==> src/inc/sccm_params.svh <==
/*
 * Constants for the system clock and mode control block: selector codes,
 * source select encodings and divider range.
 * Assumes inclusion by bare name from design and bench files.
 */
`ifndef SCCM_PARAMS_SVH
`define SCCM_PARAMS_SVH

`define SCCM_SEL_W        3
`define SCCM_SEL_SUB      3'h7
`define SCCM_SEL_RST      3'h0
`define SCCM_FAST_INT_RC  1'h0
`define SCCM_SLOW_INT_RC  1'h0
`define SCCM_DIV_W        6
`define SCCM_KEEP_RST     1'h0

`endif

==> src/inc/sccm_pkg.sv <==
/*
 * Types for the system clock and mode control block.
 * Assumes the params header is compiled alongside.
 */
package sccm_pkg;

  // ****************************************************
  // Operating modes, one-hot
  // ****************************************************
  typedef enum logic [5:0] {
    SCCM_FAST  = 6'h01,
    SCCM_SLOW  = 6'h02,
    SCCM_SLEEP = 6'h04,
    SCCM_IDLE0 = 6'h08,
    SCCM_IDLE1 = 6'h10,
    SCCM_IDLE2 = 6'h20
  } sccm_mode_t;

  // Software control bits carried together
  typedef struct packed {
    logic [2:0] sys_clk_sel;
    logic       fast_src_sel;
    logic       slow_src_sel;
    logic       fast_osc_idle_keep;
    logic       slow_osc_idle_keep;
    logic       fast_osc_en;
  } sccm_ctrl_t;

  // Clock gate outputs carried together
  typedef struct packed {
    logic cpu_run;
    logic sys_run;
    logic fast_run;
    logic sub_run;
    logic low_rc_run;
  } sccm_gate_t;

endpackage : sccm_pkg

==> src/rtl/sccm_top.sv <==
/*
 * System clock and operating mode control. Selects the high and low speed
 * sources, divides the fast clock, produces the system clock and tracks
 * the six operating modes, with halt and wake from the CPU.
 * Assumes oscillator inputs are square waves slower than core_clk, synchronised here into
 * core_clk; clocks here are core_clk-rate enable-style levels.
 */
// Notes on behaviour
// RULE1 - system clock from fast_clk or sub_clk
// RULE2 - fast_clk from crystal or fast RC
// RULE3 - sub_clk from crystal or slow RC
// RULE4 - fast mode divides fast_clk by 1..64
// RULE5 - fast oscillator follows enable after slow
// RULE6 - six modes, four with CPU off
// RULE7 - codes 000..110 running means FAST
// RULE8 - code 111 running means SLOW
// RULE9 - halt, both keeps low: SLEEP
// RULE10 - SLEEP keeps slow RC if watchdog on
// RULE11 - halt, slow keep only: IDLE0
// RULE12 - halt, both keeps high: IDLE1
// RULE13 - halt, fast keep only: IDLE2
// RULE14 - codes map to divide 1..64, sub
// RULE15 - fast_src_sel 0 is internal RC
// RULE16 - slow_src_sel 0 is internal RC
// RULE17 - mode latched at halt, wake resumes
// RULE18 - switching yields no runt clock pulses; a gate turning on while its source is high starts a short first pulse
`timescale 1ns/100ps
`include "sccm_params.svh"

module sccm_top #(
  parameter int DIV_W = `SCCM_DIV_W
) (
  input  wire logic               core_clk,        // Block clock
  input  wire logic               reset,           // Sync reset, high
  input  wire sccm_pkg::sccm_ctrl_t ctrl,          // Software control bits
  input  wire logic               wdt_en,          // Watchdog enabled
  input  wire logic               halt,            // Halt executed, pulse
  input  wire logic               wake,            // Wake event, pulse
  input  wire logic               ext_fast_crystal, // Fast crystal pin
  input  wire logic               int_fast_rc,     // Fast RC oscillator
  input  wire logic               ext_slow_crystal, // Slow crystal pin
  input  wire logic               int_slow_rc,     // Slow RC oscillator
  output sccm_pkg::sccm_mode_t    mode,            // Current mode
  output sccm_pkg::sccm_gate_t    gates,           // Run enables
  output logic                    sys_clk,         // System clock
  output logic                    fast_clk,        // Gated fast clock
  output logic                    sub_clk,         // Gated sub clock
  output logic                    low_rc_clock     // Gated slow RC clock
);

  // ****************************************************
  // Pin synchronisers
  // ****************************************************
  logic [3:0] pin_s1_q;
  logic [3:0] pin_s2_q;
  logic [3:0] pin_w;

  assign pin_w = {ext_fast_crystal, int_fast_rc,
                  ext_slow_crystal, int_slow_rc};

  always_ff @(posedge core_clk)
  begin
    if (reset)
    begin
      pin_s1_q <= 4'h0;
      pin_s2_q <= 4'h0;
    end
    else
    begin
      pin_s1_q <= pin_w;
      pin_s2_q <= pin_s1_q;
    end
  end

  // ****************************************************
  // Source selection
  // ****************************************************
  logic fast_raw;
  logic sub_raw;
  logic rc_raw;

  assign fast_raw = (ctrl.fast_src_sel == `SCCM_FAST_INT_RC) ?
                    pin_s2_q[2] : pin_s2_q[3];          // [RULE2] [RULE15]
  assign sub_raw  = (ctrl.slow_src_sel == `SCCM_SLOW_INT_RC) ?
                    pin_s2_q[0] : pin_s2_q[1];          // [RULE3] [RULE16]
  assign rc_raw   = pin_s2_q[0];

  // ****************************************************
  // Operating mode machine
  // ****************************************************
  sccm_pkg::sccm_mode_t mode_q;
  sccm_pkg::sccm_mode_t mode_d;
  sccm_pkg::sccm_mode_t run_mode;
  sccm_pkg::sccm_mode_t halt_mode;
  logic                 sel_sub;

  assign sel_sub  = (ctrl.sys_clk_sel == `SCCM_SEL_SUB);
  assign run_mode = sel_sub ? sccm_pkg::SCCM_SLOW
                            : sccm_pkg::SCCM_FAST;      // [RULE7] [RULE8]
  assign halt_mode =
    ( ctrl.fast_osc_idle_keep &&  ctrl.slow_osc_idle_keep) ?
      sccm_pkg::SCCM_IDLE1 :                            // [RULE12]
    (!ctrl.fast_osc_idle_keep &&  ctrl.slow_osc_idle_keep) ?
      sccm_pkg::SCCM_IDLE0 :                            // [RULE11]
    ( ctrl.fast_osc_idle_keep && !ctrl.slow_osc_idle_keep) ?
      sccm_pkg::SCCM_IDLE2 :                            // [RULE13]
      sccm_pkg::SCCM_SLEEP;                             // [RULE9]

  always_comb
  begin
    mode_d = mode_q;
    case (mode_q)
      sccm_pkg::SCCM_FAST, sccm_pkg::SCCM_SLOW:
      begin
        if (halt)
          mode_d = halt_mode;                           // [RULE17]
        else
          mode_d = run_mode;
      end
      default:
      begin
        if (wake)
          mode_d = run_mode;                            // [RULE17]
      end
    endcase
  end

  always_ff @(posedge core_clk)
  begin
    if (reset)
      mode_q <= sccm_pkg::SCCM_FAST;
    else
      mode_q <= mode_d;                                 // [RULE6]
  end

  assign mode = mode_q;

  // ****************************************************
  // Gate decode per mode
  // ****************************************************
  logic cpu_on;
  logic fast_on;
  logic sub_on;
  logic sys_on;
  logic rc_on;

  assign cpu_on  = (mode_q == sccm_pkg::SCCM_FAST) ||
                   (mode_q == sccm_pkg::SCCM_SLOW);     // [RULE6]
  // Slow mode keeps the fast oscillator only if enabled
  assign fast_on = (mode_q == sccm_pkg::SCCM_FAST)  ||
                   (mode_q == sccm_pkg::SCCM_IDLE1) ||
                   (mode_q == sccm_pkg::SCCM_IDLE2) ||
                   ((mode_q == sccm_pkg::SCCM_SLOW) &&
                    ctrl.fast_osc_en);                  // [RULE5] [RULE8]
  assign sub_on  = (mode_q != sccm_pkg::SCCM_SLEEP) &&
                   (mode_q != sccm_pkg::SCCM_IDLE2);    // [RULE9] [RULE13]
  assign sys_on  = cpu_on ||
                   (mode_q == sccm_pkg::SCCM_IDLE1) ||  // [RULE12]
                   ((mode_q == sccm_pkg::SCCM_IDLE0) && sel_sub) ||
                   ((mode_q == sccm_pkg::SCCM_IDLE2) && !sel_sub);
  assign rc_on   = (mode_q != sccm_pkg::SCCM_SLEEP) || wdt_en; // [RULE10]

  // ****************************************************
  // Fast clock divider
  // ****************************************************
  logic             fast_prev_q;
  logic             fast_rise;
  logic [DIV_W-1:0] div_q;
  logic [DIV_W-1:0] div_d;
  logic [DIV_W:0]   taps;
  logic             fast_div;

  assign fast_rise = fast_raw && !fast_prev_q;
  assign div_d     = fast_rise ? div_q + {{(DIV_W-1){1'b0}}, 1'b1} : div_q;
  assign taps      = {div_q, fast_raw};                 // [RULE4]

  always_ff @(posedge core_clk)
  begin
    if (reset)
    begin
      fast_prev_q <= 1'b0;
      div_q       <= '0;
    end
    else
    begin
      fast_prev_q <= fast_raw;
      div_q       <= div_d;
    end
  end

  // ****************************************************
  // Glitch-free system clock select
  // ****************************************************
  // A new choice is adopted only when both the current and the target
  // clock are low, so no high phase is cut short.
  logic [2:0] cur_sel_q;
  logic [2:0] cur_sel_d;
  logic       cur_src;
  logic       tgt_src;
  logic       src_mux;

  function automatic logic pick(input logic [2:0] s,
                                input logic [DIV_W:0] t,
                                input logic sc);
    pick = (s == `SCCM_SEL_SUB) ? sc : t[s];            // [RULE14]
  endfunction : pick

  assign cur_src   = pick(cur_sel_q, taps, sub_raw);    // [RULE1]
  assign tgt_src   = pick(ctrl.sys_clk_sel, taps, sub_raw);
  assign cur_sel_d = (!cur_src && !tgt_src) ?
                     ctrl.sys_clk_sel : cur_sel_q;      // [RULE18]
  assign src_mux   = cur_src;

  always_ff @(posedge core_clk)
  begin
    if (reset)
      cur_sel_q <= `SCCM_SEL_RST;
    else
      cur_sel_q <= cur_sel_d;
  end

  // ****************************************************
  // Registered clock outputs
  // ****************************************************
  // Gates turn off only while the clock is low, keeping the last pulse whole; turning on can start mid-pulse.
  logic sys_q;
  logic fast_q;
  logic sub_q;
  logic rc_q;
  logic fast_div_unused;

  assign fast_div        = taps[0];
  assign fast_div_unused = fast_div;

  always_ff @(posedge core_clk)
  begin
    if (reset)
    begin
      sys_q  <= 1'b0;
      fast_q <= 1'b0;
      sub_q  <= 1'b0;
      rc_q   <= 1'b0;
    end
    else
    begin
      sys_q  <= src_mux  && (sys_on  || sys_q);          // [RULE18]
      fast_q <= fast_raw && (fast_on || fast_q);
      sub_q  <= sub_raw  && (sub_on  || sub_q);
      rc_q   <= rc_raw   && (rc_on   || rc_q);
    end
  end

  assign sys_clk      = sys_q;
  assign fast_clk     = fast_q;
  assign sub_clk      = sub_q;
  assign low_rc_clock = rc_q;
  assign gates        = '{cpu_run: cpu_on, sys_run: sys_on,
                          fast_run: fast_on, sub_run: sub_on,
                          low_rc_run: rc_on};

endmodule : sccm_top

==> config.mk <==
export PLATFORM = sky130hd
export DESIGN_NAME = sccm_top
export DESIGN_NICKNAME = d
export VERILOG_FILES = /design/src/inc/sccm_pkg.sv /design/src/rtl/sccm_top.sv
export VERILOG_INCLUDE_DIRS = /design/src /design/src/inc
export SDC_FILE = /design/constraint.sdc
export NUM_CORES = 1
export LEC_CHECK = 0
export ABC_CLOCK_PERIOD_IN_PS = 3000
export BUFFER_PORTS_ARGS = -buffer_cell sky130_fd_sc_hd__buf_2
export CAP_MARGIN = 20
export CELL_PAD_IN_SITES_DETAIL_PLACEMENT = 1
export CELL_PAD_IN_SITES_GLOBAL_PLACEMENT = 2
export CORE_AREA = 5 5 76 64
export CTS_BUF_LIST = sky130_fd_sc_hd__clkbuf_2 sky130_fd_sc_hd__clkbuf_4 sky130_fd_sc_hd__clkbuf_8
export DETAILED_ROUTE_END_ITERATION = 12
export DIE_AREA = 0 0 81 69
export PLACE_DENSITY_LB_ADDON = 0.1
export REMOVE_ABC_BUFFERS = 1
export SLEW_MARGIN = 30
export SYNTH_ARGS = -nofsm -noshare
export SYNTH_HDL_FRONTEND = slang
export SYNTH_SLANG_ARGS = --single-unit
export TNS_END_PERCENT = 5
==> constraint.sdc <==
create_clock -name core_clk -period 3 [get_ports core_clk]
set_input_delay 0 -clock core_clk [delete_from_list [all_inputs] [get_ports core_clk]]
set_output_delay 0 -clock core_clk [all_outputs]
set_load 0.01 [all_outputs]
# Yosys cells after proc, flatten, opt, wreduce, memory -nomap -nowiden
# Cells that the tools add are included.
[word_totals] n_memories=0 latchBits=0 rom_bits=0 ram_bits=0 output_inout_bits=15 input_bits=17 ff_bits=28
[classes] eq_ne=9 n_reduce_logical=33 mux=15 div_mod_pow=0 n_lt_le_gt_ge=2 addsub=1 mul=0 n_bitwise=0 n_shift=0
[op_table] cell="$mux W6" n=6
[op_table] cell="$logic_and A1 B1 Y1" n=13
[op_table] cell="$logic_or A1 B1 Y1" n=12
[op_table] cell="$lt A3 B4 Y1 const B" n=2
[op_table] cell="$add A6 B1 Y6 const B" n=1
[op_table] cell="$bmux W1 S3" n=2
[op_table] cell="$eq A3 B3 Y1 const B" n=2
[op_table] cell="$eq A6 B1 Y1 const B" n=1
[op_table] cell="$eq A6 B2 Y1 const B" n=1
[op_table] cell="$eq A6 B4 Y1 const B" n=1
[op_table] cell="$eq A6 B5 Y1 const B" n=1
[op_table] cell="$eq A6 B6 Y1 const B" n=1
[op_table] cell="$logic_not A1 Y1" n=6
[op_table] cell="$mux W1" n=6
[op_table] cell="$ne A6 B3 Y1 const B" n=1
[op_table] cell="$ne A6 B6 Y1 const B" n=1
[op_table] cell="$mux W2" n=1
[op_table] cell="$reduce_bool A2 Y1" n=1
[op_table] cell="$reduce_or A2 Y1" n=1

# Longest topological paths before layout
[depth] word_depth=7 mapped_depth=6 mapped_depth_nobuf=5

# Least setup slack after synthesis
# Ideal clock, no wire load.
[synth_timing] path_kind="reg2reg" from="reg mode_q[2] (netlist: mode[2])" to="reg mode_q[0] (netlist: mode[0])" path_slack_ps=1414 path_stages_with_launch=5 path_buffers=1 arrival_time_ps=1464 synth_period_minus_slack_ps=1586 setup_ps=122 path_cell_list="dfxtp_1 -> clkdlybuf4s18_2 -> nor4b_4 -> mux2i_1 -> a221o_1"
[synth_via] elab_chain_len=3 elab_cells_between_ends=5 classes_between="2 x eq/ne; 1 x mux; 2 x reduce/logical"
[synth_rtl] element="start: declaration" line="sccm_top.sv:91" source="sccm_pkg::sccm_mode_t mode_q;"
[synth_rtl] element="start signal: assignment" line="sccm_top.sv:131" source="mode_q <= sccm_pkg::SCCM_FAST;"
[synth_rtl] element="start signal: assignment" line="sccm_top.sv:133" source="mode_q <= mode_d;"
[synth_rtl] element="$eq A6 B1 Y1 or $eq A6 B2 Y1 (tied branches)" line="sccm_top.sv:112" source="case (mode_q)"
[synth_rtl] element="$reduce_or A2 Y1 (*)" line="sccm_top.sv:112"
[synth_rtl] element="$mux W6 or $reduce_bool A2 Y1 (tied branches)"
# Mark *: on every way between the ends. The rest lies on a longest branch, timed or not.
# A chain may end at the register's enable or synchronous reset.

==> impl_metrics.ini <==
[run_status]
status = completed

[global_route]
grt_max_degree = 24
antenna_found_initial = 0
grt_usage_pct = 13.1
grt_overflow_total = 0
grt_pass1_vias = 1171
grt_pass1_wl_mm = 5.79

[clock_network]
cts_max_path_buffers = 2
cts_made_buffers = 3
cts_sinks = 28
clkLatencyLatePin_ps = 280
clk_pin_slew_worst_paths_ps = 100
cts_tree = done
cts_resized = 0
cts_max_level = 1
root_buffer = clkbuf_8
cts_setup_buffers = 0

[drt]
vias = 1106
drt_iter0_markers = 47
firstDrtPassIters = 4
ant_nets = 0
drc = 0
wl_per_cell_um = 14.6
routed_wl_mm = 3.36
vias_per_cell = 4.81

[timing]
finalHoldViolations = 0
slew_viol_final = 0
worstMarginPinSlew_ps = 483
min_period_ps = 1770
period_share_pct = 59.0
rsz0062_at_grt = false
relSlewSlack_pct = 66.9
fmax_mhz = 565
skew_ps = 3.32
tns_ps = 0
setup_viol = 0

[flow_run]
maxCapViolations = 0

[floorplanning]
start_util_pct = 33.5
die_area_um2 = 5590
die_w_um = 81
coreArea_um2 = 4050
die_h_um = 69
io_pins = 32
fp-row-count = 21

[logic_synthesis]
synth_edf_count = 0
synth_common_cells = 28 x dfxtp_1, 16 x nor2_1, 12 x nand2_1
ys_seq_area_share_pct = 41.4
yosys-top-cells-area = dfxtp_1 41%, mux2i_1 5.9%, nor2_1 4.4%
yosysMostFrequentCell = dfxtp_1
ys_warn_count = 0
synth_top_cell_area_share_pct = 41.4
async_reset_ff_share_pct = 0
synthCells = 145
synth-seq-cells = 28
synth_area_leader_cell = dfxtp_1
synthesis.area_um2 = 1350
avgSynthCellArea_um2 = 9.34
synth_flop_cell = dfxtp_1
ys_types = 41

[layout]
syn_to_final_growth_pct = 18.9
drive_above_1_share_pct = 23.1
antenna_cells = 0
final_util_pct = 39.8
instances_no_fill = 230
final_net_count = 192

[power_and_ir_drop]
p_seq_share_pct = 47.6
p_total_uw = 876
ir_drop_mv = 0.198
intPower_uw = 648
total_leakage_power_nw = 0.682
power_density_nw_per_um2 = 545
combinationalPowerShare_pct = 18.5
p_clk_share_pct = 33.9
switchingPower_uw = 228
switching_share_pct = 26.0

[place]
place_congestion = 0.780
portBuffers = 31
dp_hpwl_mm = 2.63
placed_cells = 222

[setup_path]
required_ps = 3000
reg2reg_depth = 4
worstPathMaxFanout = 6
endpoint_kind = output port
ff2ff_setup_slack_ps = 1230
worstSetupPathType = flop to output port
startpoint_type = flop
crit_arrival_ps = 1770
r2r-start = mode[1]
r2r-end = mode[0]

[hold_path]
hold_start = ctrl[1]
hold_class = primary input to flop
min_path_cells = 3
min_to = mode[3]
layer usage:
layer | GRT usage (%) | wire (um) | vias to the layer above
met5 | 0 | 0 | -
met4 | 2.81 | 18 | 0
met3 | 3.78 | 154 | 2
met2 | 20.1 | 1510 | 20
met1 | 18.3 | 1670 | 519
li1 | - | - | 565
logic make-up (layout without fill, tap and decap cells):
logic type	Yosys count	count (layout)	share of synthesized area (%)
muxes	10	10	7.58
and+or+nand+nor	57	57	23.2
AOI/OAI and AO/OA	27	27	15.2
adders and majority gates	1	1	0.924
DFF	28	28	41.4
buffers and inverters	15	43	7.21
xor gates and xnor gates	7	7	4.53
power groups by stage:
stage	sequential, mW	clock [mW]	combinational (mW)
CTS	0.417	0.308	0.164
global route	0.422	0.321	0.180
global placement	0.426	0	0.156
detailed placement	0.426	0	0.159
floorplan	0.423	0	0.0986
finish	0.417	0.297	0.162
final cells by class:
cell class / count / area [um2]
Fill cell: 498 / 2440
Multi-Input combinational cell: 102 / 696
Sequential cell: 28 / 561
Timing Repair Buffer: 35 / 195
Tap cell: 57 / 71.3
Clock buffer: 3 / 41.3
Clock inverter: 1 / 30.0
Inverter: 4 / 15.0
critical path: stages (launching register included):
cell and delay [ps]:
dfxtp_1 360, or2_2 360, a221o_1 360, a21boi_0 240
buf_2 180
per-stage QoR:
step | worst slack, ps | area (um2) | hold slack [ps]
after floorplan | 1390 | 1270 | 69.1
after global placement | 1310 | 1500 | 213
after detailed placement | 1280 | 1500 | 221
after CTS | 1200 | 1610 | 8.80
after global routing | 1080 | 1610 | 21.0
final | 1230 | 1610 | 23.4
registers in the layout (all words and copies together), names as in the netlist:
register,flops
sub_clk,1
fast_clk,1
low_rc_clock,1
div_q,6
pin_s1_q,4
mode,6
fast_prev_q,1
sys_clk,1
cur_sel_q,3
pin_s2_q,4
cells in the final DEF (no fill, tap or decap), types with 2 or more instances in the layout:
cell type and instances:
a21oi_1 6, a211o_1 2, nand4b_1 4, xor2_1 2, o211a_1 2, xnor2_1 5, nand3b_1 3, and3_1 2
nor3_1 3, a32oi_1 2, nand2_1 12, o21ai_0 4, dlygate4sd3_1 4, nand3_1 2, nor2b_1 9, clkbuf_8 3
inv_1 4, a221o_1 2, buf_2 31, mux2i_1 8, dfxtp_1 28, nand4_1 2, nor2_1 16, mux2_2 2
worst max path at each step:
| stage | start | slack [ps] | end | depth (start not counted) |
|---|---|---|---|---|
| finish | mode[0] | 1230 | gates[2] | 4 |
| global route | mode[0] | 1080 | gates[3] | 5 |
| CTS | mode[0] | 1200 | gates[2] | 4 |
| detailed placement | mode[1] | 1280 | mode[0] | 4 |
| floorplan | mode[0] | 1390 | mode[0] | 4 |
| global placement | mode[0] | 1310 | mode[0] | 4 |
timing repair:
action	4_1_cts	5_1_grt
endpoints found under the hold margin	4	0
hold buffers	4	0
endpoints found under the setup margin	0	0
No activity file was read; power rests on OpenSTA's default activity.
